$ cat config.mk
export PLATFORM = sky130hd
export DESIGN_NAME = ptf_framer
export DESIGN_NICKNAME = d
export VERILOG_FILES = /design/src/shared/ptf_pkg.sv /design/src/rtl/ptf_expander.sv /design/src/rtl/ptf_framer.sv
export SDC_FILE = /design/constraint.sdc
export NUM_CORES = 1
export LEC_CHECK = 0
export BUFFER_PORTS_ARGS = -buffer_cell sky130_fd_sc_hd__buf_2
export CORE_MARGIN = 4
export CORE_UTILIZATION = 35
export DETAILED_ROUTE_END_ITERATION = 6
export HOLD_SLACK_MARGIN = 0.06
export SLEW_MARGIN = 20
export SYNTH_ARGS = -nofsm -noshare
export SYNTH_HDL_FRONTEND = slang
export SYNTH_SLANG_ARGS = --single-unit
$ cat constraint.sdc
create_clock -name clk_sys -period 4.6 [get_ports clk_sys]
set_clock_uncertainty 0.15 [all_clocks]
set_input_delay 0.92 -clock clk_sys [delete_from_list [all_inputs] [get_ports clk_sys]]
set_output_delay 0.92 -clock clk_sys [all_outputs]
set_load 0.1 [all_outputs]
$ cat src/shared/ptf_pkg.sv
// Purpose: Constants and types for the TDM voice frame builder and parser
// Assumes: 100 MHz system clock; line bit rates made by fractional dividers
// Notes: No software registers; mode select is a plain input
// How it works
// - Short format: 24 eight-bit slots plus one framing bit, 193 bits.
// - Framing bit sits after the last slot, keeps receiver counter aligned.
// - Short format signalling rides only in word bit 8, the LSB.
// - Short format serialized at 1.544 MHz line bit rate.
// - Long format: 32 slots, 30 voice, one sync/alarm, one signalling.
// - Long format slot 0 carries sync/alarm word, slot 16 signalling word.
// - Long format inverts bit positions 2, 4, 6, 8 on send and receive.
// - Long format: 256 bits per frame at 2.048 MHz.
// - NRZ stream passes through AMI line coding to a DC-free ternary signal.
// - Short format signalling frame: received LSB latched onto signalling output.
// - Stolen signalling LSB is treated as one half when rebuilding the sample.
// - Received words are decoded strictly in arrival order.
// - Each word maps to its quantizing interval midpoint by inverse companding.
// - Word layout: polarity MSB (1 positive), three chord bits, four step bits.
// - Every channel supplies one word per 8 kHz, 125 us frame.
package ptf_pkg;
  localparam int unsigned CLK_HZ = 100000000;
  localparam int unsigned RATE_SHORT_HZ = 1544000;
  localparam int unsigned RATE_LONG_HZ = 2048000;
  localparam int unsigned FRAME_HZ = 8000;
  localparam logic [8:0] BITS_SHORT = 9'd193;
  localparam logic [8:0] BITS_LONG = 9'd256;
  localparam logic [4:0] SLOTS_SHORT = 5'd24;
  localparam logic [4:0] SLOT_SYNC = 5'd0;
  localparam logic [4:0] SLOT_SIG = 5'd16;
  localparam logic [7:0] INV_MASK = 8'h55; // Bits 2,4,6,8 counted from MSB as bit 1
  localparam logic [7:0] SYNC_WORD = 8'h1b;
  localparam logic [7:0] SIG_SLOT_IDLE = 8'h0b;
  localparam int unsigned SIG_FRAME_EVERY = 6; // Every sixth short frame robs the LSB
  // Phase accumulator steps: bit enable rate = step / 2^24 * CLK_HZ
  localparam logic [23:0] STEP_SHORT =
    24'((64'(RATE_SHORT_HZ) << 24) / 64'(CLK_HZ));
  localparam logic [23:0] STEP_LONG =
    24'((64'(RATE_LONG_HZ) << 24) / 64'(CLK_HZ));
  localparam int unsigned POS_BIT = 7;
  localparam int unsigned CHORD_HI = 6;
  localparam int unsigned CHORD_LO = 4;

  typedef struct packed {
    logic [4:0] slot;
    logic [7:0] word;
  } ptf_word_t;

  typedef struct packed {
    logic pos;
    logic neg;
  } ptf_ami_t;
endpackage : ptf_pkg
$ cat src/rtl/ptf_expander.sv
// Purpose: Registered inverse companding of one received word to linear
// Assumes: Sign-magnitude word, segment plus step code, 14-bit result in half steps
// Notes: One word per strobe, result one cycle later, order kept
`timescale 1ns/1ps
module ptf_expander
  import ptf_pkg::*;
(
  input wire logic clk_sys, // System clock
  input wire logic srst, // Sync reset
  input wire logic in_vld, // Word strobe
  input wire logic [7:0] in_word, // Received voice word
  input wire logic in_half, // LSB stolen for signalling
  output logic out_vld, // Sample strobe
  output logic signed [14:0] out_smp // Midpoint amplitude
);
  logic out_vld_r, out_vld_nxt;
  logic signed [14:0] smp_r, smp_nxt;

  // Midpoint of interval in half units; stolen LSB becomes exactly one half
  function automatic logic [13:0] mid_mag(input logic [7:0] w, input logic half);
    logic [2:0] chord;
    logic [4:0] stp2;
    logic [13:0] m;
    chord = w[CHORD_HI:CHORD_LO];
    stp2 = half ? {w[3:1], 2'b10} : {w[3:0], 1'b1};
    m = {9'h000, stp2} + 14'h0020; // Chord base plus midpoint
    m = m << chord;
    return m;
  endfunction : mid_mag

  // Next sample; sign from polarity bit
  always_comb
  begin
    out_vld_nxt = in_vld;
    smp_nxt = smp_r;
    if (in_vld)
    begin
      if (in_word[POS_BIT])
        smp_nxt = $signed({1'b0, mid_mag(in_word, in_half)});
      else
        smp_nxt = -$signed({1'b0, mid_mag(in_word, in_half)});
    end
  end

  always_ff @(posedge clk_sys)
  begin
    if (srst)
    begin
      out_vld_r <= 1'b0;
      smp_r <= 15'sh0000;
    end
    else
    begin
      out_vld_r <= out_vld_nxt;
      smp_r <= smp_nxt;
    end
  end

  assign out_vld = out_vld_r;
  assign out_smp = smp_r;

  property p_order;
    @(posedge clk_sys) disable iff (srst) in_vld |=> out_vld;
  endproperty
  a_order: assert property (p_order) else $error("sample strobe missing");

  property p_half;
    @(posedge clk_sys) disable iff (srst)
      (in_vld && in_half && in_word[POS_BIT]) |=> (out_smp[0] == 1'b0);
  endproperty
  a_half: assert property (p_half) else $error("half value wrong");

  property p_sign;
    @(posedge clk_sys) disable iff (srst)
      (in_vld && !in_word[POS_BIT]) |=> out_smp < 0;
  endproperty
  a_sign: assert property (p_sign) else $error("polarity wrong");

  property p_mid;
    @(posedge clk_sys) disable iff (srst)
      (in_vld && !in_half && in_word[POS_BIT] && in_word[6:4] == 3'd0)
        |=> out_smp[0] == 1'b1;
  endproperty
  a_mid: assert property (p_mid) else $error("not a midpoint");
endmodule : ptf_expander

$ cat src/rtl/ptf_framer.sv
// Purpose: TDM frame builder and parser for 24-slot and 32-slot formats
// Assumes: Channel words are sampled at slot start; line input is a pin
// Notes: Transmit AMI coded; receive takes NRZ bits plus a frame mark
`timescale 1ns/1ps
module ptf_framer
  import ptf_pkg::*;
(
  input wire logic clk_sys, // System clock
  input wire logic srst, // Sync reset
  input wire logic fmt_long, // 1 = 32-slot format
  input wire logic [7:0] tx_word, // Word for the slot after tx_slot
  input wire logic tx_sig, // Signalling bit for current slot
  output logic [4:0] tx_slot, // Slot whose word was just taken
  output logic tx_take, // Pulse: tx_word taken
  output logic line_pos, // AMI positive mark
  output logic line_neg, // AMI negative mark
  output logic line_nrz, // NRZ before line coding
  output logic line_bclk_en, // Pulse per line bit
  input wire logic rx_bit_pin, // Received NRZ bit
  input wire logic rx_bclk_pin, // Received bit strobe level
  input wire logic rx_fsync_pin, // High on framing position bit
  output logic rx_vld, // Pulse: rx word ready
  output logic [4:0] rx_slot, // Slot of rx word
  output logic [7:0] rx_word, // Received word, inversion undone
  output logic received_signalling_output, // Latched signalling bit
  output logic smp_vld, // Pulse: decoded sample
  output logic signed [14:0] smp_out // Decoded sample
);
  // Transmit state
  logic [23:0] acc_r, acc_nxt;
  logic ben_r, ben_nxt;
  logic [8:0] tbit_r, tbit_nxt;
  logic [7:0] tsh_r, tsh_nxt;
  logic [2:0] tfc_r, tfc_nxt;
  logic nrz_r, nrz_nxt;
  logic pos_r, pos_nxt, neg_r, neg_nxt, last_r, last_nxt;
  logic take_r, take_nxt;
  logic [4:0] tslot_r, tslot_nxt;
  logic fbit_r, fbit_nxt;
  logic [8:0] flen;
  // Receive synchronisers and state
  logic [2:0] s1_r, s2_r;
  logic bclk_d_r;
  logic [8:0] rbit_r, rbit_nxt;
  logic [7:0] rsh_r, rsh_nxt;
  logic [2:0] rfc_r, rfc_nxt;
  logic rvld_r, rvld_nxt;
  logic [4:0] rslot_r, rslot_nxt;
  logic [7:0] rword_r, rword_nxt;
  logic sigo_r, sigo_nxt;
  logic half_r, half_nxt;
  logic rx_edge;

  // Frame length selects the bit counter wrap
  function automatic logic [8:0] frame_len(input logic lng);
    return lng ? BITS_LONG : BITS_SHORT;
  endfunction : frame_len

  // Alternate-bit inversion for the long format only
  function automatic logic [7:0] alt_inv(input logic lng, input logic [7:0] w);
    return lng ? (w ^ INV_MASK) : w;
  endfunction : alt_inv

  assign flen = frame_len(fmt_long);

  // Transmit next state: bit clock, slot sequencing, serialiser, AMI
  always_comb
  begin
    logic [24:0] sum;
    logic [8:0] b;
    logic [7:0] w;
    sum = 25'h0000000;
    b = 9'h000;
    w = 8'h00;
    sum = {1'b0, acc_r} + {1'b0, (fmt_long ? STEP_LONG : STEP_SHORT)};
    acc_nxt = sum[23:0];
    ben_nxt = sum[24];
    tbit_nxt = tbit_r;
    tsh_nxt = tsh_r;
    tfc_nxt = tfc_r;
    nrz_nxt = nrz_r;
    pos_nxt = 1'b0;
    neg_nxt = 1'b0;
    last_nxt = last_r;
    take_nxt = 1'b0;
    tslot_nxt = tslot_r;
    fbit_nxt = fbit_r;
    if (ben_r)
    begin
      // Frame length bits every 125 us at the chosen rate
      b = (tbit_r + 9'd1 >= flen) ? 9'h000 : tbit_r + 9'd1;
      tbit_nxt = b;
      if (b == 9'h000)
        tfc_nxt = (tfc_r == 3'(SIG_FRAME_EVERY - 1)) ? 3'd0 : tfc_r + 3'd1;
      if (!fmt_long && b == 9'd192)
      begin
        nrz_nxt = fbit_r; // Framing bit after slot 23
        fbit_nxt = ~fbit_r;
      end
      else if (b[2:0] == 3'd0)
      begin
        tslot_nxt = b[7:3];
        take_nxt = 1'b1;
        w = tx_word;
        if (fmt_long && b[7:3] == SLOT_SYNC)
          w = SYNC_WORD;
        else if (fmt_long && b[7:3] == SLOT_SIG)
          w = SIG_SLOT_IDLE;
        else if (!fmt_long && tfc_nxt == 3'd0) // Count of frame just begun, robs whole frame
          w = {tx_word[7:1], tx_sig}; // LSB only
        w = alt_inv(fmt_long, w);
        nrz_nxt = w[7];
        tsh_nxt = {w[6:0], 1'b0};
      end
      else
      begin
        nrz_nxt = tsh_r[7];
        tsh_nxt = {tsh_r[6:0], 1'b0};
      end
      // AMI: marks alternate polarity, spaces stay at zero
      if (nrz_nxt)
      begin
        pos_nxt = ~last_r;
        neg_nxt = last_r;
        last_nxt = ~last_r;
      end
    end
    else
    begin
      pos_nxt = pos_r;
      neg_nxt = neg_r;
    end
  end

  always_ff @(posedge clk_sys)
  begin
    if (srst)
    begin
      acc_r <= 24'h000000;
      ben_r <= 1'b0;
      tbit_r <= 9'h1ff;
      tsh_r <= 8'h00;
      tfc_r <= 3'd0;
      nrz_r <= 1'b0;
      pos_r <= 1'b0;
      neg_r <= 1'b0;
      last_r <= 1'b0;
      take_r <= 1'b0;
      tslot_r <= 5'd0;
      fbit_r <= 1'b1;
    end
    else
    begin
      acc_r <= acc_nxt;
      ben_r <= ben_nxt;
      tbit_r <= tbit_nxt;
      tsh_r <= tsh_nxt;
      tfc_r <= tfc_nxt;
      nrz_r <= nrz_nxt;
      pos_r <= pos_nxt;
      neg_r <= neg_nxt;
      last_r <= last_nxt;
      take_r <= take_nxt;
      tslot_r <= tslot_nxt;
      fbit_r <= fbit_nxt;
    end
  end

  // Two-stage pin synchronisers: bit, strobe, frame mark
  always_ff @(posedge clk_sys)
  begin
    if (srst)
    begin
      s1_r <= 3'b000;
      s2_r <= 3'b000;
      bclk_d_r <= 1'b0;
    end
    else
    begin
      s1_r <= {rx_fsync_pin, rx_bclk_pin, rx_bit_pin};
      s2_r <= s1_r;
      bclk_d_r <= s2_r[1];
    end
  end

  assign rx_edge = s2_r[1] & ~bclk_d_r;

  // Receive parser: frame mark realigns the counter, words assemble MSB first
  always_comb
  begin
    logic [7:0] w;
    logic [8:0] b;
    w = 8'h00;
    b = 9'h000;
    rbit_nxt = rbit_r;
    rsh_nxt = rsh_r;
    rfc_nxt = rfc_r;
    rvld_nxt = 1'b0;
    rslot_nxt = rslot_r;
    rword_nxt = rword_r;
    sigo_nxt = sigo_r;
    half_nxt = 1'b0;
    if (rx_edge)
    begin
      // Framing position loads count, 0 in long format or 192 in short; otherwise modulo frame
      if (s2_r[2])
        b = fmt_long ? 9'h000 : 9'd192;
      else
        b = (rbit_r + 9'd1 >= flen) ? 9'h000 : rbit_r + 9'd1;
      rbit_nxt = b;
      if (b == 9'h000)
        rfc_nxt = (rfc_r == 3'(SIG_FRAME_EVERY - 1)) ? 3'd0 : rfc_r + 3'd1;
      if (fmt_long || b != 9'd192)
      begin
        w = {rsh_r[6:0], s2_r[0]};
        rsh_nxt = w;
        if (b[2:0] == 3'd7)
        begin
          w = alt_inv(fmt_long, w); // Undo inversion
          rvld_nxt = 1'b1; // Arrival order kept
          rslot_nxt = b[7:3];
          rword_nxt = w;
          if (!fmt_long && rfc_r == 3'd0)
          begin
            sigo_nxt = w[0];
            half_nxt = 1'b1;
          end
        end
      end
    end
  end

  always_ff @(posedge clk_sys)
  begin
    if (srst)
    begin
      rbit_r <= 9'd192;
      rsh_r <= 8'h00;
      rfc_r <= 3'd0;
      rvld_r <= 1'b0;
      rslot_r <= 5'd0;
      rword_r <= 8'h00;
      sigo_r <= 1'b0;
      half_r <= 1'b0;
    end
    else
    begin
      rbit_r <= rbit_nxt;
      rsh_r <= rsh_nxt;
      rfc_r <= rfc_nxt;
      rvld_r <= rvld_nxt;
      rslot_r <= rslot_nxt;
      rword_r <= rword_nxt;
      sigo_r <= sigo_nxt;
      half_r <= half_nxt;
    end
  end

  // Voice decode; sync and signalling slots still pass, user filters by slot
  ptf_expander u_exp (
    .clk_sys(clk_sys),
    .srst(srst),
    .in_vld(rvld_r),
    .in_word(rword_r),
    .in_half(half_r),
    .out_vld(smp_vld),
    .out_smp(smp_out)
  );

  assign tx_slot = tslot_r;
  assign tx_take = take_r;
  assign line_pos = pos_r;
  assign line_neg = neg_r;
  assign line_nrz = nrz_r;
  assign line_bclk_en = ben_r;
  assign rx_vld = rvld_r;
  assign rx_slot = rslot_r;
  assign rx_word = rword_r;
  assign received_signalling_output = sigo_r;

  property p_ami;
    @(posedge clk_sys) disable iff (srst) !(line_pos && line_neg);
  endproperty
  a_ami: assert property (p_ami) else $error("both AMI marks");

  property p_wrap;
    @(posedge clk_sys) disable iff (srst)
      (ben_r && tbit_r == flen - 9'd1) |=> tbit_r == 9'h000;
  endproperty
  a_wrap: assert property (p_wrap) else $error("frame length wrong");

  property p_sync;
    @(posedge clk_sys) disable iff (srst)
      (ben_r && fmt_long && tbit_r == 9'd255 && $stable(fmt_long))
        |=> nrz_r == (SYNC_WORD[7] ^ INV_MASK[7]);
  endproperty
  a_sync: assert property (p_sync) else $error("sync slot wrong");

  property p_sig;
    @(posedge clk_sys) disable iff (srst)
      (rvld_nxt && half_nxt) |=> received_signalling_output == rx_word[0];
  endproperty
  a_sig: assert property (p_sig) else $error("signalling not latched");

  property p_fmark;
    @(posedge clk_sys) disable iff (srst)
      (rx_edge && s2_r[2] && !fmt_long) |=> rbit_r == 9'd192;
  endproperty
  a_fmark: assert property (p_fmark) else $error("frame realign failed");

  property p_take;
    @(posedge clk_sys) disable iff (srst) tx_take |-> tx_slot != 5'd24 || fmt_long;
  endproperty
  a_take: assert property (p_take) else $error("slot beyond 24");

  property p_dec;
    @(posedge clk_sys) disable iff (srst) rx_vld |=> smp_vld;
  endproperty
  a_dec: assert property (p_dec) else $error("decode dropped");

  property p_rate;
    @(posedge clk_sys) disable iff (srst) ben_r |=> !ben_r;
  endproperty
  a_rate: assert property (p_rate) else $error("bit enable too fast");

  c_long: cover property (@(posedge clk_sys) fmt_long && tx_take && tx_slot == SLOT_SIG);
  c_fbit: cover property (@(posedge clk_sys) !fmt_long && ben_r && tbit_r == 9'd192);
  c_sig: cover property (@(posedge clk_sys) rx_vld && half_r);
endmodule : ptf_framer

==> metrics.txt, run 1 <==
Reg power frac=37.3%; 1st-iter DRT viols=293; number of flops mapped to enable cells by yosys=0; Layout Utilization=approximately two fifths; Tightest Pin Transition=802.4 ps; FF/Latch Area=around 2300 µm²; Area Growth Syn to Fin=16.83%; CTS buffer count=17; H-tree depth=4; Ports=56; met2 wire length=6607 µm; Leakage=2.905 nW; Die ar.=around 20000 µm²; final setup violation count=0; Tmin final=3858 ps; die height=140.5 µm; port bufs=55; clk_lat worst skew=420 ps; Residual DRC=0; First-pass DRT Iterations=5; initial core utilization=35.63%; cts hold-fix bufs=0; RSZ-0062 raised after global routing=false; pin count of the biggest net entering global routing=60; Max Fclk=around 0.26 GHz; Slew Limit Fails=0; Pwr Density=406.8 nW/µm²; endpoint class of the critical path=register; Post-CTS Repair Setup Buffers=0; All-Layer GR Usage=around 15%; root buffer cell=clkbuf_16; Bufs on Longest Clock Path=2; Max stage delay on crit path=680 ps; YS warnings=0; Syn Std Cell Area=6142 µm²; FF+latch count, synth=113; initial antenna violation count=0; multi-input logic area=3669 µm²; syn_nets=766; Max-Cap Viols=0; Worst EP arrival=4040 ps; Antenna diodes=0; first-pass GRT wire length=roughly 25000 µm; Final Worst Setup Slack=about 740 ps; Hold Vio Cnt, Final=0; syn_area_per_cell=8.449 µm²; core footprint=17240 µm²; hold slack=roughly 280 ps; met3 wire length=613 µm; Clk network pwr share=43.2%; worst path required time=approximately 4800 ps; final instance area=7176 µm²; total global routing overflow=0; # resized after CTS=0; dpl ws=721.0 ps; CTS tree=yes; Via Count=roughly 5300; Total Wirelength=about 15000 µm; wire per inst=about 14 µm; Mapped Cells=roughly 730; highest metal used=met4; DRT antenna net count=0; CP dominant cell by count=ha_1; status=complete, no violations; Switching Share=29.07%; crit path kind=register to register; area post-placement=6614 µm²; CTS clk-pin slew, worst paths=60 ps; Worst VDD drop=287.5 µV; crit-path cells=ha_1 -> nand3_1 -> nor3_1 -> xor2_1 -> ha_1 -> nand2_1 -> and2_0 -> and4_1 -> a21oi_1 -> a311oi_1; clock sinks=113; critical-path maximum fanout=19; Int Pwr=2.071 mW; fin crit share=83.88%; nets=between 800 and 900; Final Wtd Congestion=0.8893; DR vias/cell=~5.3; sequential fraction of the synthesis area=36.83%; CP max-delay cell=and4_1; Die X=approximately 140 µm; Hold Crit Class=register to register; layout cells sized above 1=15.60%; vias in the first global route=about 5000; Netlist cell types=74; Metal-1 WL=7144 µm; Combinational Power Share=between 10% and 20%; setup TNS=0 ps; async set-reset flop share out of synthesis=0%; std cell rows=48; hpwl dp=10060 µm; crit path launch type=register; sw power=about 0.85 mW; Rel. slew slack=46.25%; Top FF cell, synth=dfxtp_1; Fill cells=1748
-- state kept, by name, summed over array words and instances (netlist names), 3 cells and up --
register       flops
tsh_r              7
tbit_r             9
rbit_r             9
u_exp.out_smp     15
acc_r             24
tfc_r              3
rx_slot            5
rsh_r              7
s2_r               3
rx_word            8
rfc_r              3
tx_slot            5
s1_r               3
-- cell usage in the layout (no fill, tap or decap), types with 13 or more instances in the layout --
cell type and instances:
a211oi_1 16, a21oi_1 53, buf_2 54, clkbuf_16 17, dfxtp_1 113, ha_1 24, inv_1 13, mux2i_1 23
nand2_1 60, nand2b_1 14, nor2_1 99, nor2b_1 17, o21ai_0 22, xnor2_1 31, xor2_1 13
-- stage by stage --
| stage | total power, mW | std cells |
|---|---|---|
| 2_1_floorplan | 1.562 | 727 |
| 3_3_place_gp | 1.672 | 976 |
| 3_5_place_dp | 1.675 | 976 |
| 4_1_cts | 2.953 | 1007 |
| 5_1_grt | 3.088 | 1007 |
| 6_report | 2.919 | 1007 |
-- power groups by stage --
| stage | Clock, mW | Sequential, mW | Combinational [mW] |
|---|---|---|---|
| 2_1_floorplan | 0 | 1.10 | 0.465 |
| 6_report | 1.26 | 1.09 | 0.568 |
| 3_5_place_dp | 0 | 1.11 | 0.567 |
| 3_3_place_gp | 0 | 1.11 | 0.564 |
| 4_1_cts | 1.29 | 1.09 | 0.572 |
| 5_1_grt | 1.34 | 1.10 | 0.650 |
-- layout make-up --
class                      instances  area share (%)
multi-input combinational        560           51.12
sequential                       113           31.53
clock buffer                      19           6.312
inverter                          13          0.6800
tap                              225           3.923
clock inverter                    12           1.517
timing repair buffer              65           4.917
-- final timing paths --
check,start,endpoint,slack (ps),cells after the start
setup / recovery,rbit_r[0],received_signalling_output,740,10
hold / removal,s1_r[1],s2_r[1],280,1
setup reg to reg,rbit_r[0],received_signalling_output,740,10
hold reg to reg,s1_r[1],s2_r[1],280,1
-- per-layer routing --
layer / track usage (%) / up-vias
li1: - / 2713
met2: 24.02 / 103
met1: 20.54 / 2485
met4: 3.927 / 0
met5: 0 / -
met3: 4.507 / 17
-- kinds of logic (layout without fill, tap and decap cells) --
| kind of cell | count (synthesis) | after routing | synth area share, % |
|---|---|---|---|
| AND/OR/NAND/NOR | 268 | 268 | 21.25 |
| AO/OA/AOI/OAI | 196 | 196 | 22.65 |
| flip-flops | 113 | 113 | 36.83 |
| buffers and inverters | 54 | 109 | 3.443 |
| XOR/XNOR | 44 | 44 | 6.274 |
| multiplexers | 28 | 28 | 4.665 |
| adder cells (fa/ha/maj) | 24 | 24 | 4.889 |
-- worst max-delay path, delay by kind of cell (launching register included) --
kind | cells | cell delay [ps]
simple gates | 5 | 1580
xor+xnor | 1 | 350
flops | 1 | 530
compound gates | 2 | 390
fa+ha+maj | 2 | 750
-- synth_stat cells, drive strengths merged, types with 3 or more instances --
library cell    n  share of area [%]
inv            13               0.79
and2            4               0.41
a31oi          11                1.1
a31o            4               0.57
o21ai          25                2.1
nor2           99                6.1
dfxtp         113                 37
and4            3               0.43
o211ai          9                1.1
o31ai           7               0.86
a21o            6               0.73
a21oi          53                4.3
xnor2          31                4.4
a2bb2oi         3               0.53
a211oi         17                2.3
nand2b         14                1.4
xor2           13                1.9
nor2b          17                1.7
clkbuf         31                1.9
a2111oi         5                1.0
nor3           10               0.90
o21a            8               0.98
a311oi          5               0.71
buf            10               0.75
nor3b           4               0.49
mux2            5               0.92
a211o           5               0.71
nor4            3               0.31
nand4           8               0.81
o21bai          6               0.73
nor4b           3               0.43
or3             5               0.59
nand2          60                3.7
or2             4               0.41
and3            9               0.92
mux2i          23                3.7
a22oi           8               0.98
o311ai          3               0.67
nand3b          6               0.73
nand3          13                1.1
ha             24                4.9
Power figures use the tool's default switching activity.
==> run 2: changes to the inputs <==
clock period = 3.9 ns   (was 4.6 ns; I/O delays follow)
==> metrics.txt, run 2 (synthesis results as in run 1) <==
final setup violation count=0; Bufs on Longest Clock Path=2; multi-input logic area=3677 µm²; Combinational Power Share=19.0%; Fill cells=1727; All-Layer GR Usage=15.10%; Die ar.=approximately 20000 µm²; Die X=around 140 µm; clock sinks=roughly 110; FF/Latch Area=around 2300 µm²; max reg flops=24; core footprint=17240 µm²; Reg power frac=35.6%; Layout Utilization=42.54%; crit path kind=register to register; DRT antenna net count=0; Via Count=5324; Final Wtd Congestion=0.8382; std cell rows=48; Residual DRC=0; Pwr Density=a little under 500 nW/µm²; First-pass DRT Iterations=6; status=complete, no violations; cts hold-fix bufs=0; Rel. slew slack=47.09%; Antenna diodes=0; Leakage=about 3.0 nW; CTS buffer count=17; dpl ws=254.8 ps; Hold Vio Cnt, Final=0; Max Fclk=0.2740 GHz; commonest cells after routing, fill and taps aside=dfxtp_1, nor2_1, nand2_1, buf_2, a21oi_1; pin count of the biggest net entering global routing=78; nets=821; layout cells sized above 1=16.98%; vias in the first global route=roughly 5000; initial core utilization=35.63%; DR vias/cell=roughly 5.2; Tmin final=3650 ps; CTS clk-pin slew, worst paths=60 ps; sw power=0.9918 mW; Hold Crit Class=register to register; Tightest Pin Transition=793.6 ps; hold slack=293.4 ps; total global routing overflow=0; Worst EP arrival=3760 ps; fin crit share=93.59%; Ports=56; CTS tree=yes; H-tree depth=4; Int Pwr=2.619 mW; Total Wirelength=approximately 15000 µm; Area Growth Syn to Fin=19.37%; worst path required time=approximately 4000 ps; Worst VDD drop=326.9 µV; Largest Register=acc_r; crit path launch type=register; clk_lat worst skew=420 ps; port bufs=55; initial antenna violation count=0; Final Worst Setup Slack=250.0 ps; Switching Share=between 20% and 30%; hpwl dp=slightly above 10000 µm; RSZ-0062 raised after global routing=false; die height=around 140 µm; root buffer cell=clkbuf_16; endpoint class of the critical path=register; first-pass GRT wire length=between 20000 and 25000 µm; 1st-iter DRT viols=355; Slew Limit Fails=0; critical-path maximum fanout=8; Clk network pwr share=45.3%; Max-Cap Viols=0; wire per inst=14.34 µm; setup TNS=0 ps; most common cell after layout, fill and taps aside=dfxtp_1
==> run 2: layer usage <==
metal / track usage (%) / up-vias / wire length (µm)
li1: - / 2740 / -
met1: 20.40 / 2456 / 7228
met2: 23.26 / 116 / 6538
met3: 4.063 / 12 / 652
met4: 5.252 / 0 / 212
met5: 0 / - / 0
==> run 2: worst paths after layout <==
kind / startpoint / endpoint / slack (ps) / cells after the start
worst min register to register: u_exp.out_smp[13] / u_exp.out_smp[13] / 290 / 1
worst max register to register: tbit_r[0] / tsh_r[2] / 250 / 13
worst max-delay path: tbit_r[0] / tsh_r[2] / 250 / 13
worst min-delay path: u_exp.out_smp[13] / u_exp.out_smp[13] / 290 / 1
==> run 2: metrics by stage <==
stage / cell area [µm²] / std cells / power, mW
3_3_place_gp: 6689 / 986 / 1.987
4_1_cts: 7308 / 1018 / 3.645
6_report: 7332 / 1020 / 3.611
5_1_grt: 7332 / 1020 / 3.807
3_5_place_dp: 6689 / 986 / 1.987
2_1_floorplan: 6142 / 727 / 1.842
==> run 2: cell type report <==
class                      instances  share of cell area (%)
timing repair buffer              77                   6.041
clock inverter                    13                   2.543
tap                              225                   3.840
clock buffer                      19                   5.904
multi-input combinational        560                   50.15
inverter                          13                  0.6655
sequential                       113                   30.85
==> run 2: what timing repair did <==
action                     in CTS  in global routing
buffers inserted                0                  2
gates resized for setup         0                  2
setup endpoints to repair       0                 10
hold endpoints to repair        0                  0
==> run 2: power groups by stage <==
stage | logic, mW | registers [mW] | clock network, mW
2_1_floorplan | 0.548 | 1.29 | 0
3_3_place_gp | 0.677 | 1.31 | 0
3_5_place_dp | 0.678 | 1.31 | 0
4_1_cts | 0.688 | 1.29 | 1.67
5_1_grt | 0.779 | 1.29 | 1.73
6_report | 0.687 | 1.29 | 1.64
==> run 2: critical path, stage by stage (launching register included) <==
cell and delay, ps:
dfxtp_1 460, ha_2 300, nand3_2 140, or3_4 390
nand2_1 130, ha_1 240, o211ai_1 220, nand2_1 190
a222oi_1 340, buf_4 180, a2bb2oi_2 290, or2b_1 260
o211ai_1 90, a21oi_1 80
